--- config.mk ---
export PLATFORM = sky130hd
export DESIGN_NAME = rtm_top
export DESIGN_NICKNAME = d
export VERILOG_FILES = /design/src/hdl/rtm_absdiff.v /design/src/hdl/rtm_min_timer.v /design/src/hdl/rtm_top.v
export VERILOG_INCLUDE_DIRS = /design/src /design/src/hdl
export SDC_FILE = /design/constraint.sdc
export NUM_CORES = 1
export LEC_CHECK = 0
export BUFFER_PORTS_ARGS = -buffer_cell sky130_fd_sc_hd__buf_2
export CAP_MARGIN = 20
export CELL_PAD_IN_SITES_DETAIL_PLACEMENT = 0
export CELL_PAD_IN_SITES_GLOBAL_PLACEMENT = 1
export CORE_MARGIN = 2
export CORE_UTILIZATION = 40
export DETAILED_ROUTE_END_ITERATION = 7
export GPL_ROUTABILITY_DRIVEN = 0
export HOLD_SLACK_MARGIN = 0.05
export PLACE_DENSITY_LB_ADDON = 0.1
export SLEW_MARGIN = 25
export SYNTH_ARGS = -nofsm -noshare
export SYNTH_HDL_FRONTEND = slang
export SYNTH_SLANG_ARGS = --single-unit
--- constraint.sdc ---
create_clock -name CLK -period 11.7 [get_ports CLK]
set_clock_uncertainty 0.15 [all_clocks]
set_input_delay 0.585 -clock CLK [delete_from_list [all_inputs] [get_ports CLK]]
set_output_delay 0.585 -clock CLK [all_outputs]
set_load 0.01 [all_outputs]
--- src/hdl/rtm_defs.vh ---
/*
  constants for the room temperature measurement block: register byte
  offsets, control field positions, reset values and timing counts.
  assumes inclusion by bare name from files of this block only.
*/
`ifndef RTM_DEFS_VH
`define RTM_DEFS_VH

// register byte offsets on the apb bus
`define RTM_A_CTRL     8'h00
`define RTM_A_OFFSET   8'h04
`define RTM_A_STEP     8'h08
`define RTM_A_CYCLE    8'h0C
`define RTM_A_STATUS   8'h10
`define RTM_A_OBJECT   8'h14
`define RTM_A_LEARNED  8'h18

// control register fields
`define RTM_C_ENABLE   0
`define RTM_C_TGMODE   1
`define RTM_C_INV7FFF  2
`define RTM_C_READOK   3

// reset values
`define RTM_CTRL_RST   4'h0
`define RTM_OFS_RST    16'h0000
`define RTM_STEP_RST   8'h00
`define RTM_CYC_RST    8'h00

// temperatures are signed centikelvin
`define RTM_OFS_LIM    16'h07D0
`define RTM_CAL_WIN    17'h0_2710
`define RTM_STEP_MUL   17'h0_000A
`define RTM_INVALID    16'h7FFF

// timing
`define RTM_CLK_HZ     20000000
`define RTM_MINUTE_S   60

`endif

--- src/hdl/rtm_absdiff.v ---
/*
  magnitude of the difference of two signed 16-bit temperatures.
  assumes purely combinational use inside the same clock domain.
*/
`timescale 1ns/100ps
module rtm_absdiff (
  input  wire [15:0] a,
  input  wire [15:0] b,
  output wire [16:0] mag
);
  wire signed [16:0] diff;

  // widen before subtracting so nothing wraps
  assign diff = $signed({a[15], a}) - $signed({b[15], b});
  assign mag  = diff[16] ? (17'h0_0000 - diff) : diff;
endmodule

--- src/hdl/rtm_min_timer.v ---
/*
  period timer counting whole minutes, restartable.
  assumes one clock; minute length is a parameter for short simulations.
*/
`timescale 1ns/100ps
`include "rtm_defs.vh"
module rtm_min_timer #(
  parameter [31:0] MINUTE_CYC = `RTM_MINUTE_S * `RTM_CLK_HZ
) (
  input  wire       clk,
  input  wire       rst,
  input  wire       restart,
  input  wire [7:0] period,
  output reg        expired
);
  reg [31:0] cyc_q;
  reg [7:0]  min_q;

  // cycle prescaler and minute counter; period 0 never fires
  always @(posedge clk) begin
    expired <= 1'b0;
    if (rst || restart || period == 8'h00) begin
      cyc_q <= 32'h0000_0000;
      min_q <= 8'h00;
    end else if (cyc_q == MINUTE_CYC - 32'h0000_0001) begin
      cyc_q <= 32'h0000_0000;
      if (min_q + 8'h01 >= period) begin
        min_q   <= 8'h00;
        expired <= 1'b1;
      end else begin
        min_q <= min_q + 8'h01;
      end
    end else begin
      cyc_q <= cyc_q + 32'h0000_0001;
    end
  end
endmodule

--- src/hdl/rtm_top.v ---
/*
  room temperature measurement: applies static or learned calibration to
  the sensor reading and publishes a 2-byte value on change, cyclically,
  at startup and on read. configuration over apb.
  assumes sensor samples, telegram strobes and nv store on the same clock.
*/
// Our own choices: the APB interface to the registers and the address map.
`timescale 1ns/100ps
`include "rtm_defs.vh"

//
// Operation
// - measure and publish only when enabled
// - static mode adds offset, clamped to 20 K
// - telegram mode ignores static offset
// - learned offset maps raw reading to reference
// - acknowledge calibration by sending calibrated value; a same-cycle STARTUP sends obj_d instead, if auto enabled
// - reject reference off by over 100 K
// - learned calibration kept in non-volatile store
// - telegram mode: no evaluation before calibration
// - uncalibrated output holds 0 or 7FFF
// - new calibration replaces; static mode resets it
// - send on change by configured step
// - send cyclically every 1 to 255 minutes
// - always publish calibrated value, never raw
// - refresh at startup, send if auto enabled
// - startup send ignores transmission delay
// - no auto sends disabled; read needs flag
// - publish temperature as 2-byte object
module rtm_top #(
  parameter [31:0] MINUTE_CYC = `RTM_MINUTE_S * `RTM_CLK_HZ
) (
  input  wire        CLK,
  input  wire        RST,
  input  wire        PSEL,
  input  wire        PENABLE,
  input  wire        PWRITE,
  input  wire [7:0]  PADDR,
  input  wire [31:0] PWDATA,
  output reg  [31:0] PRDATA,
  output reg         PREADY,
  output reg         PSLVERR,
  input  wire        SENSOR_VALID,
  input  wire [15:0] SENSOR_TEMP,
  input  wire        STARTUP,
  input  wire        CAL_VALID,
  input  wire [15:0] CAL_VALUE,
  input  wire        READ_REQ,
  input  wire        NV_LOAD,
  input  wire        NV_LOAD_OK,
  input  wire [15:0] NV_LOAD_OFS,
  output reg         NV_STORE,
  output reg         NV_STORE_OK,
  output reg  [15:0] NV_STORE_OFS,
  output reg         TX_SEND,
  output reg  [15:0] TX_VALUE,
  output reg         READ_RESP,
  output reg  [15:0] READ_VALUE
);
  localparam [1:0] ST_OFF  = 2'd0;
  localparam [1:0] ST_WAIT = 2'd1;
  localparam [1:0] ST_RUN  = 2'd2;

  reg  [3:0]  ctrl_q;
  reg  [15:0] ofs_q;
  reg  [7:0]  step_q;
  reg  [7:0]  cyc_q;
  reg  [15:0] raw_q;
  reg  [15:0] learn_q;
  reg         cal_ok_q;
  reg  [15:0] obj_q;
  reg  [15:0] last_q;
  reg         cyc_pend_q;
  reg  [1:0]  st_q;
  reg  [1:0]  st_d;
  reg  [15:0] ofs_lim;
  reg  [15:0] send_val;
  reg         send_now;
  wire        en;
  wire        tg;
  wire        auto_on;
  wire        apb_wr;
  wire        apb_rd;
  wire [16:0] sum;
  wire [15:0] cal_temp;
  wire [15:0] eff_ofs;
  wire [15:0] obj_d;
  wire [16:0] chg_mag;
  wire [16:0] ref_mag;
  wire [16:0] step_ck;
  wire        chg_hit;
  wire        chg_send;
  wire        cal_acc;
  wire        cyc_exp;

  assign en      = ctrl_q[`RTM_C_ENABLE];
  assign tg      = ctrl_q[`RTM_C_TGMODE];
  assign auto_on = (step_q != 8'h00) || (cyc_q != 8'h00);
  assign apb_wr  = PSEL & PENABLE & PREADY & PWRITE;
  assign apb_rd  = PSEL & PENABLE & ~PREADY & ~PWRITE;

  // static offset clamped to the allowed band
  always @* begin
    ofs_lim = ofs_q;
    if (!ofs_q[15] && ofs_q > `RTM_OFS_LIM)
      ofs_lim = `RTM_OFS_LIM;
    else if (ofs_q[15] && (16'h0000 - ofs_q) > `RTM_OFS_LIM)
      ofs_lim = 16'h0000 - `RTM_OFS_LIM;
  end

  // telegram mode uses only the learned offset
  assign eff_ofs  = tg ? learn_q : ofs_lim;
  assign sum      = $signed({raw_q[15], raw_q}) + $signed({eff_ofs[15], eff_ofs});
  assign cal_temp = sum[15:0];

  // object value: marker while uncalibrated
  assign obj_d = !en ? 16'h0000 :
                 (tg && !cal_ok_q) ?
                   (ctrl_q[`RTM_C_INV7FFF] ? `RTM_INVALID : 16'h0000) :
                   cal_temp;

  // change against last published value
  rtm_absdiff u_chg (
    .a   (cal_temp),
    .b   (last_q),
    .mag (chg_mag)
  );
  assign step_ck = {9'h000, step_q} * `RTM_STEP_MUL;
  assign chg_hit = (step_q != 8'h00) && (chg_mag >= step_ck);
  // state lags the mode bit by a cycle, so gate on calibration too
  assign chg_send = (st_q == ST_RUN) && !(tg && !cal_ok_q) && !SENSOR_VALID && chg_hit;

  // reference window against own measurement
  rtm_absdiff u_ref (
    .a   (CAL_VALUE),
    .b   (raw_q),
    .mag (ref_mag)
  );
  assign cal_acc = en && tg && CAL_VALID && (ref_mag <= `RTM_CAL_WIN);

  // periodic sending
  rtm_min_timer #(
    .MINUTE_CYC (MINUTE_CYC)
  ) u_cyc (
    .clk     (CLK),
    .rst     (RST),
    .restart (~en | STARTUP),
    .period  (cyc_q),
    .expired (cyc_exp)
  );

  // measurement state
  always @* begin
    st_d = st_q;
    case (st_q)
      ST_OFF:  if (en) st_d = (tg && !cal_ok_q) ? ST_WAIT : ST_RUN;
      ST_WAIT: if (!en) st_d = ST_OFF;
               else if (cal_acc || !tg) st_d = ST_RUN;
      ST_RUN:  if (!en) st_d = ST_OFF;
               else if (tg && !cal_ok_q) st_d = ST_WAIT;
      default: st_d = ST_OFF;
    endcase
  end

  // send selection: startup, acknowledge, change, cycle
  always @* begin
    send_now = 1'b0;
    send_val = obj_d;
    if (!en) begin
      send_now = 1'b0;
    end else if (STARTUP) begin
      send_now = auto_on;
    end else if (cal_acc) begin
      send_now = 1'b1;
      send_val = CAL_VALUE;
    end else if (chg_send) begin
      send_now = 1'b1;
    end else if (cyc_pend_q) begin
      send_now = 1'b1;
    end
  end

  // apb bus: one wait state, registered answer
  always @(posedge CLK) begin
    if (RST) begin
      PREADY  <= 1'b0;
      PSLVERR <= 1'b0;
      PRDATA  <= 32'h0000_0000;
    end else begin
      PREADY  <= PSEL & PENABLE & ~PREADY;
      PSLVERR <= 1'b0;
      if (PSEL & PENABLE & ~PREADY) begin
        PRDATA <= 32'h0000_0000;
        if (PADDR == `RTM_A_CTRL) begin
          if (apb_rd) PRDATA <= {28'h000_0000, ctrl_q};
        end else if (PADDR == `RTM_A_OFFSET) begin
          if (apb_rd) PRDATA <= {16'h0000, ofs_q};
        end else if (PADDR == `RTM_A_STEP) begin
          if (apb_rd) PRDATA <= {24'h00_0000, step_q};
        end else if (PADDR == `RTM_A_CYCLE) begin
          if (apb_rd) PRDATA <= {24'h00_0000, cyc_q};
        end else if (PADDR == `RTM_A_STATUS) begin
          if (apb_rd) PRDATA <= {28'h000_0000, st_q, 1'b0, cal_ok_q};
        end else if (PADDR == `RTM_A_OBJECT) begin
          if (apb_rd) PRDATA <= {16'h0000, obj_q};
        end else if (PADDR == `RTM_A_LEARNED) begin
          if (apb_rd) PRDATA <= {16'h0000, learn_q};
        end else begin
          PSLVERR <= 1'b1;
        end
      end
    end
  end

  // configuration registers
  always @(posedge CLK) begin
    if (RST) begin
      ctrl_q <= `RTM_CTRL_RST;
      ofs_q  <= `RTM_OFS_RST;
      step_q <= `RTM_STEP_RST;
      cyc_q  <= `RTM_CYC_RST;
    end else if (apb_wr) begin
      if (PADDR == `RTM_A_CTRL)
        ctrl_q <= PWDATA[3:0];
      else if (PADDR == `RTM_A_OFFSET)
        ofs_q <= PWDATA[15:0];
      else if (PADDR == `RTM_A_STEP)
        step_q <= PWDATA[7:0];
      else if (PADDR == `RTM_A_CYCLE)
        cyc_q <= PWDATA[7:0];
    end
  end

  // learned calibration and its persistent copy
  always @(posedge CLK) begin
    if (RST) begin
      learn_q      <= 16'h0000;
      cal_ok_q     <= 1'b0;
      NV_STORE     <= 1'b0;
      NV_STORE_OK  <= 1'b0;
      NV_STORE_OFS <= 16'h0000;
    end else begin
      NV_STORE <= 1'b0;
      if (cal_acc) begin
        learn_q      <= CAL_VALUE - raw_q;
        cal_ok_q     <= 1'b1;
        NV_STORE     <= 1'b1;
        NV_STORE_OK  <= 1'b1;
        NV_STORE_OFS <= CAL_VALUE - raw_q;
      end else if (en && !tg && cal_ok_q) begin
        learn_q      <= 16'h0000;
        cal_ok_q     <= 1'b0;
        NV_STORE     <= 1'b1;
        NV_STORE_OK  <= 1'b0;
        NV_STORE_OFS <= 16'h0000;
      end else if (NV_LOAD) begin
        learn_q  <= NV_LOAD_OFS;
        cal_ok_q <= NV_LOAD_OK;
      end
    end
  end

  // sensor sample, object value, state and sending
  always @(posedge CLK) begin
    if (RST) begin
      raw_q      <= 16'h0000;
      obj_q      <= 16'h0000;
      last_q     <= 16'h0000;
      cyc_pend_q <= 1'b0;
      st_q       <= ST_OFF;
      TX_SEND    <= 1'b0;
      TX_VALUE   <= 16'h0000;
      READ_RESP  <= 1'b0;
      READ_VALUE <= 16'h0000;
    end else begin
      st_q      <= st_d;
      TX_SEND   <= send_now;
      READ_RESP <= 1'b0;
      if (en && SENSOR_VALID)
        raw_q <= SENSOR_TEMP;
      obj_q <= cal_acc ? CAL_VALUE : obj_d;
      if (send_now) begin
        TX_VALUE <= send_val;
        last_q   <= send_val;
      end
      // cycle pending survives a higher priority send
      if (send_now && !STARTUP && !cal_acc && !chg_send)
        cyc_pend_q <= cyc_exp;
      else if (!en)
        cyc_pend_q <= 1'b0;
      else if (cyc_exp)
        cyc_pend_q <= 1'b1;
      if (READ_REQ && en && ctrl_q[`RTM_C_READOK]) begin
        READ_RESP  <= 1'b1;
        READ_VALUE <= obj_d;
      end
    end
  end
endmodule

==> flow_metrics.py, run 1 <==
metrics = {
    "run_status": {
        "status": "complete, no violations",
    },
    "yosys": {
        "yosysSeqAreaShare_pct": 30.7,
        "synth-async-reset-ratio_pct": 0,
        "yosys_most_used_dff": "dfxtp_1",
        "netlist_instances": 1649,
        "synthesized_flop_and_latch_total": 199,
        "synth-warning-count": 0,
        "number_of_flops_mapped_to_enable_cells_by_yosys": 0,
        "synth_cell_type_count": 85,
        "avg_cell_area_syn_um2": 7.86,
        "netlist_area_um2": 13000,
    },
    "setup_path": {
        "critPathSlowestCell": "o41ai_1",
        "cp_max_fo": 14,
        "end_kind": "flop",
        "critical_path_origin": "ofs_q[5]",
        "worstPathArrival_ps": 9360,
        "setup.worst_path.start_class": "flop",
        "worst-endpoint-required_ps": 11910,
        "path_buf_inv": 2,
        "cp_top_family": "compound AO/OA/AOI/OAI gates",
        "critPathKind": "flop to flop",
        "regToRegStartpoint": "ofs_q[5]",
        "critical_path_max_stage_delay_ps": 620,
    },
    "die": {
        "total_i_o_pin_count": 185,
        "floorplan.initialDensity_pct": 40.9,
        "design.die.area_um2": 33900,
        "core_area_um2": 31700,
        "std_cell_rows": 65,
        "floorplan.die.width_um": 184,
        "die_h_um": 184,
    },
    "worst_hold_path": {
        "hold_class": "primary input to flop",
        "holdCritStartpoint": "SENSOR_TEMP[4]",
    },
    "global_routing": {
        "track_usage_pct": 24.3,
        "grt_antenna_before_repair": 0,
        "grt_first_pass_wirelength_mm": 63.5,
        "grt_remaining_overflow": 0,
        "grt_max_degree": 83,
        "grt_pass1_vias": 11300,
    },
    "drt": {
        "drt_pass1_iterations": 6,
        "ant_nets": 0,
        "route.detailed.drc": 0,
        "route.final.wire_length_mm": 41.1,
        "detail_route.iter0.violations": 808,
        "final_routed_wire_length_divided_by_cell_count_um": 18.9,
        "avgViaCountPerCell": 5.53,
        "num_vias": 12000,
    },
    "power_and_ir_drop": {
        "worst_ir_drop_vdd_mv": 0.114,
        "static-leakage-power_uw": 0.00615,
        "cellPowerDensity_nw_per_um2": 99.3,
    },
    "placement": {
        "detailed_place.area_um2": 13900,
        "place_hpwl_mm": 32.2,
        "total_placed_cells_including_tap_cells": 2138,
        "numPortBuffers": 152,
    },
    "sta": {
        "unrepaired_setup_endpoints_after_global_routing": "no",
        "setup_total_negative_slack_ps": 0,
        "finalWorstPathRequiredPeriod_ps": 9140,
        "maxClockFrequency_mhz": 109,
        "maxSlewHeadroom_pct": 38.3,
        "hold_violations": 0,
        "slew_violations": 0,
        "final-setup-viol-count": 0,
        "finalCritPeriodShare_pct": 78.1,
        "worstMarginPinSlew_ps": 925,
    },
    "run": {
        "maxCapViolCount": 0,
    },
    "finish": {
        "postLayoutCoreUtil_pct": 45.9,
        "diode_insertion_count_for_antenna_repair": 0,
        "finish.cell_count_without_fillers": 2170,
        "post_route_cells_drive_above_1_share_pct": 13.3,
        "layout_overhead_on_the_synthesized_area_pct": 12.3,
        "n_fill_cell": 3281,
        "finish.instance_area_um2": 14600,
        "final_nets": 1941,
    },
    "clock_network": {
        "post_cts_buffers": 0,
        "post_cts_resize_count": 0,
        "cts_root_buf": "clkbuf_16",
        "numClockSinks": 199,
        "tritoncts.num_buffers": 17,
        "cts_hold_repair.buffers": 0,
        "clk_transition_reported_paths_ps": 90,
        "cts_max_level": 4,
        "clock_tree.buffer_depth": 2,
        "clock_latency_ps": 460,
        "clock_tree_from_tritoncts": "yes",
    },
}
[power by group]
part / internal, uW / switching (uW)
registers: 682 / 6.03
logic: 43.5 / 79.0
clock network: 299 / 337
[logic make-up (layout without fill, tap and decap cells)]
logic type / count (synthesis) / count (layout) / synth area share (%)
xor gates and xnor gates: 81 / 81 / 5.53
DFF: 199 / 199 / 30.7
adders and majority gates: 87 / 87 / 8.63
muxes: 76 / 76 / 5.88
AOI/OAI and AO/OA: 433 / 433 / 22.1
buffers and inverters: 171 / 275 / 5.80
and+or+nand+nor: 601 / 601 / 21.3
other: 1 / 16 / 0.0289
[tightest hold or removal path: stages]
cell and delay (ps):
buf_2 90, nand2_1 40, a21oi_1 50
[sequential cells by signal, indices dropped and copies added, names as in the netlist]
register       cells
NV_STORE           1
NV_STORE_OFS      16
NV_STORE_OK        1
PRDATA            16
PREADY             1
PSLVERR            1
READ_RESP          1
READ_VALUE        16
TX_SEND            1
cal_ok_q           1
ctrl_q             4
cyc_pend_q         1
cyc_q              8
last_q            16
learn_q           16
obj_q             16
ofs_q             16
raw_q             16
st_q               2
step_q             8
u_cyc.cyc_q       32
u_cyc.expired      1
u_cyc.min_q        8
[layout by cell type, fill, tap and decap left out, drive strengths merged, types with 17 or more instances in the layout]
| cell type | count |
|---|---|
| a21oi | 152 |
| buf | 161 |
| nand2b | 17 |
| xnor2 | 42 |
| a22oi | 17 |
| nand2 | 214 |
| nand4 | 19 |
| ha | 83 |
| nand3 | 32 |
| a21o | 22 |
| dfxtp | 199 |
| a221oi | 17 |
| nor3 | 22 |
| and3 | 23 |
| o21ai | 83 |
| mux2i | 75 |
| inv | 89 |
| nor2 | 187 |
| clkbuf | 17 |
| xor2 | 39 |
| o31ai | 20 |
[metal layers]
layer	wire [um]	GRT usage, %	vias up
li1	-	-	6035
met1	19000	32.9	5654
met3	1770	3.72	38
met2	19300	40.0	265
met4	953	7.14	0
met5	0	0	-
[stage by stage]
| stage | setup WS, ps | power [uW] | hold WS, ps |
|---|---|---|---|
| floorplan | 4270 | 782 | 268 |
| global placement | 2680 | 824 | 290 |
| detailed placement | 2710 | 825 | 295 |
| CTS | 2640 | 1460 | 191 |
| global route | 1730 | 1500 | 200 |
| finish | 2560 | 1450 | 206 |
[synth_stat cells (14+ instances only)]
master	number	area, um^2
a21o_1	22	165
a21oi_1	151	756
a22oi_1	17	128
and3_1	23	144
buf_4	22	165
clkbuf_1	59	221
dfxtp_1	199	3980
ha_1	83	1040
inv_1	80	300
mux2i_1	75	751
nand2_1	214	803
nand2b_1	17	106
nand3_1	32	160
nand4_1	19	119
nor2_1	186	698
nor2b_1	14	87.6
nor3_1	21	105
o21a_1	14	105
o21ai_0	63	315
o21ai_1	19	95.1
o31ai_1	20	150
or3_1	15	93.8
xnor2_1	42	368
xor2_1	38	333
[worst paths after layout]
kind,slack (ps),endpoint,cells after the start
max,2560,last_q[14],35
min reg2reg,310,READ_VALUE[8],2
max reg2reg,2560,last_q[14],35
min,210,raw_q[4],3
[area by class of cell]
type,count,area [um^2],area share (%)
sequential,199,3980,27.3
timing repair buffer,161,831,5.70
inverter,82,308,2.11
clock inverter,15,208,1.43
multi-input combinational,1294,8310,57.0
clock buffer,17,425,2.92
tap,402,503,3.45
(Power assumes the default switching activity.)
==> run 2: changes to the inputs <==
Settings changed: ABC_AREA set to 1.
Clock period 11.7 ns to 8.9 ns, I/O delays scaled along.
==> run 2 against run 1 <==
  * Die area rose by 5.8%
  * Sequential share of layout area fell by 1.4 points
  * Worst setup slack got worse by 1500 ps
  * Via count rose by 16%
  * Maximum frequency rose by 16%
  * Clock power rose by 28%
  * Non-clock buffer count fell by 1
  * Register-to-register slack got worse by 1500 ps
  * Area after synthesis rose by 5.9%
  * Sequential power rose by 31%
  * Combinational power rose by 40%
  * Utilization fell by 0.37 points
==> flow_metrics.py, run 2 <==
metrics = {
    "run_status": {
        "status": "complete, no violations",
    },
    "sta": {
        "setup_total_negative_slack_ps": 0,
        "worstMarginPinSlew_ps": 955,
        "slew_violations": 0,
        "unrepaired_setup_endpoints_after_global_routing": "no",
        "maxSlewHeadroom_pct": 36.3,
        "hold_violations": 0,
        "maxClockFrequency_mhz": 127,
        "finalCritPeriodShare_pct": 88.5,
        "final-setup-viol-count": 0,
        "finalWorstPathRequiredPeriod_ps": 7880,
    },
    "drt": {
        "avgViaCountPerCell": 5.08,
        "route.detailed.drc": 0,
        "route.final.wire_length_mm": 44.3,
        "ant_nets": 0,
        "route.top_layer_used": "met5",
        "met2_wirelength_mm": 20.6,
        "final_routed_wire_length_divided_by_cell_count_um": 16.2,
        "routed-wl-met3_mm": 1.81,
        "num_vias": 13900,
        "detail_route.iter0.violations": 868,
        "met1_length_mm": 20.5,
        "drt_pass1_iterations": 5,
    },
    "yosys": {
        "yosys.area.top_type": "dfxtp_1",
        "post_synth_main_area_contributors": "dfxtp_1 29%, nand2_1 14%, inv_1 8.4%",
        "netlist_instances": 2164,
        "yosys.area.top_type_share_pct": 29.0,
        "number_of_flops_mapped_to_enable_cells_by_yosys": 0,
        "synth-warning-count": 0,
        "synth.cells.most_frequent": "519 x nand2_1, 308 x inv_1, 236 x nor2_1, 199 x dfxtp_1, 169 x a21oi_1",
        "synth-async-reset-ratio_pct": 0,
        "yosysSeqAreaShare_pct": 29.0,
        "synthesized_flop_and_latch_total": 199,
        "netlist_area_um2": 13700,
        "synthMostInstantiatedCell": "nand2_1",
        "yosys_most_used_dff": "dfxtp_1",
        "avg_cell_area_syn_um2": 6.35,
        "synth_cell_type_count": 58,
    },
    "placement": {
        "place_hpwl_mm": 35.4,
        "total_placed_cells_including_tap_cells": 2704,
        "numPortBuffers": 152,
    },
    "global_routing": {
        "grt_remaining_overflow": 0,
        "grt_antenna_before_repair": 2,
        "grt_max_degree": 89,
        "track_usage_pct": 24.8,
        "grt_first_pass_wirelength_mm": 69.6,
        "grt_pass1_vias": 13200,
    },
    "setup_path": {
        "cp_max_fo": 17,
        "critical_path_max_stage_delay_ps": 380,
        "critical_path_origin": "ofs_q[0]",
        "regToRegStartpoint": "ofs_q[0]",
        "worst_r2r_path_depth": 55,
        "timing.reg2reg.setup_slack_ps": 1020,
        "end_kind": "flop",
        "crit_path_frequent_cell": "nand2_1",
        "worst-endpoint-required_ps": 9100,
        "critPathKind": "flop to flop",
        "worstSetupEndpoint": "last_q[4]",
        "critPathSlowestCell": "fa_1",
        "worstPathArrival_ps": 8080,
        "setup.worst_path.start_class": "flop",
        "r2r_end": "last_q[4]",
    },
    "clock_network": {
        "post_cts_resize_count": 0,
        "cts_root_buf": "clkbuf_16",
        "tritoncts.num_buffers": 17,
        "clock_tree.buffer_depth": 2,
        "clk_transition_reported_paths_ps": 80,
        "clock_tree_from_tritoncts": "yes",
        "cts_max_level": 4,
        "clock_latency_ps": 460,
        "numClockSinks": 199,
    },
    "power_and_ir_drop": {
        "static-leakage-power_uw": 0.00760,
        "power.share.sequential_pct": 47.7,
        "power_frac_comb_pct": 9.2,
        "p_clk_share_pct": 43.2,
        "cellPowerDensity_nw_per_um2": 123,
        "worst_ir_drop_vdd_mv": 0.134,
        "net-switching-power_uw": 531,
        "internal_power_uw": 1350,
        "netSwitchingFraction_pct": 28.2,
    },
    "die": {
        "total_i_o_pin_count": 185,
        "std_cell_rows": 67,
        "core_area_um2": 33700,
        "floorplan.initialDensity_pct": 40.7,
        "floorplan.die.width_um": 189,
        "die_h_um": 189,
        "design.die.area_um2": 35800,
    },
    "finish": {
        "largest_register": "u_cyc.cyc_q",
        "mostFrequentLayoutCell": "nand2_1",
        "post_route_cells_drive_above_1_share_pct": 10.4,
        "finish.cell_count_without_fillers": 2737,
        "diode_insertion_count_for_antenna_repair": 0,
        "layout_overhead_on_the_synthesized_area_pct": 11.8,
        "n_fill_cell": 3683,
        "layout_common_cells": "519 x nand2_1, 307 x inv_1, 236 x nor2_1",
        "final_nets": 2462,
        "largest_register_ffs": 32,
    },
    "worst_hold_path": {
        "hold_class": "primary input to flop",
        "worst_hold_path.num_cells": 3,
    },
    "run": {
        "maxCapViolCount": 0,
    },
}
[run 2: changes by cell type after synthesis, moves of 26 or more]
| cell | change |
|---|---|
| xnor2_1 | -36 |
| nor2_1 | +50 |
| o21ai_0 | +65 |
| nor3_1 | +26 |
| inv_1 | +228 |
| nand2_1 | +305 |
| mux2i_1 | -75 |
| nand3_1 | +111 |
[run 2: per-layer routing]
metal | vias to the layer above | track usage [%]
met3 | 58 | 3.30
met1 | 6299 | 32.6
met4 | 4 | 8.94
li1 | 7262 | -
met5 | - | 0
met2 | 294 | 41.6
[run 2: area by class of cell]
class	instances	area, um^2	area share (%)
clock buffers	17	425	2.77
clock inverters	15	185	1.21
inverters	318	1200	7.79
multi-input cells	1580	8180	53.3
flip-flops and latches	199	3980	25.9
well taps	448	561	3.65
repair buffers	160	823	5.36
[run 2: per-stage QoR]
stage	worst slack (ps)	utilization (%)	total power [uW]	area, um^2	hold WS [ps]
6_report	1020	45.6	1880	15400	64.9
5_1_grt	0.167	45.6	1950	15400	69.6
4_1_cts	987	45.6	1900	15400	51.0
3_5_place_dp	1030	43.7	1090	14700	294
3_3_place_gp	1180	43.7	1090	14700	281
2_1_floorplan	2370	-	1030	13800	265
[run 2: worst min path at each step]
stage	slack, ps	from	to
2_1_floorplan	260	u_cyc.expired	cyc_pend_q
4_1_cts	50	NV_LOAD_OFS[2]	learn_q[2]
5_1_grt	70	NV_LOAD_OFS[13]	learn_q[13]
3_3_place_gp	280	u_cyc.cyc_q[0]	u_cyc.cyc_q[0]
6_report	60	NV_LOAD_OFS[2]	learn_q[2]
3_5_place_dp	290	u_cyc.expired	cyc_pend_q
[run 2: power groups by stage]
stage	combinational [uW]	clock, uW	sequential (uW)
after floorplan	117	0	918
after global placement	170	0	919
after detailed placement	171	0	919
after CTS	172	830	898
after global routing	193	863	898
final	172	813	898
[run 2: cells by family (layout without fill, tap and decap cells)]
| kind of cell | after synthesis | in the layout | share of synthesized area (%) |
|---|---|---|---|
| simple gates | 1053 | 1053 | 33.0 |
| buf+inv | 400 | 510 | 11.8 |
| compound gates | 388 | 388 | 15.7 |
| flops | 199 | 199 | 29.0 |
| fa+ha+maj | 87 | 87 | 8.15 |
| xor+xnor | 36 | 36 | 2.30 |
| other cells | 1 | 16 | 0.0273 |
[run 2: critical path: cells and delay by family, from the launching register on]
kind | cells | cell delay (ps)
XOR/XNOR | 1 | 160
AO/OA/AOI/OAI | 10 | 1580
flip-flops | 1 | 360
AND/OR/NAND/NOR | 37 | 4080
adder cells (fa/ha/maj) | 4 | 1200
buffers and inverters | 3 | 230
[run 2: timing repair]
action / 4_1_cts / 5_1_grt
endpoints found under the setup margin: 0 / 5
endpoints found under the hold margin: 1 / 0
buffers inserted: 0 / 0
hold buffers: 1 / 0
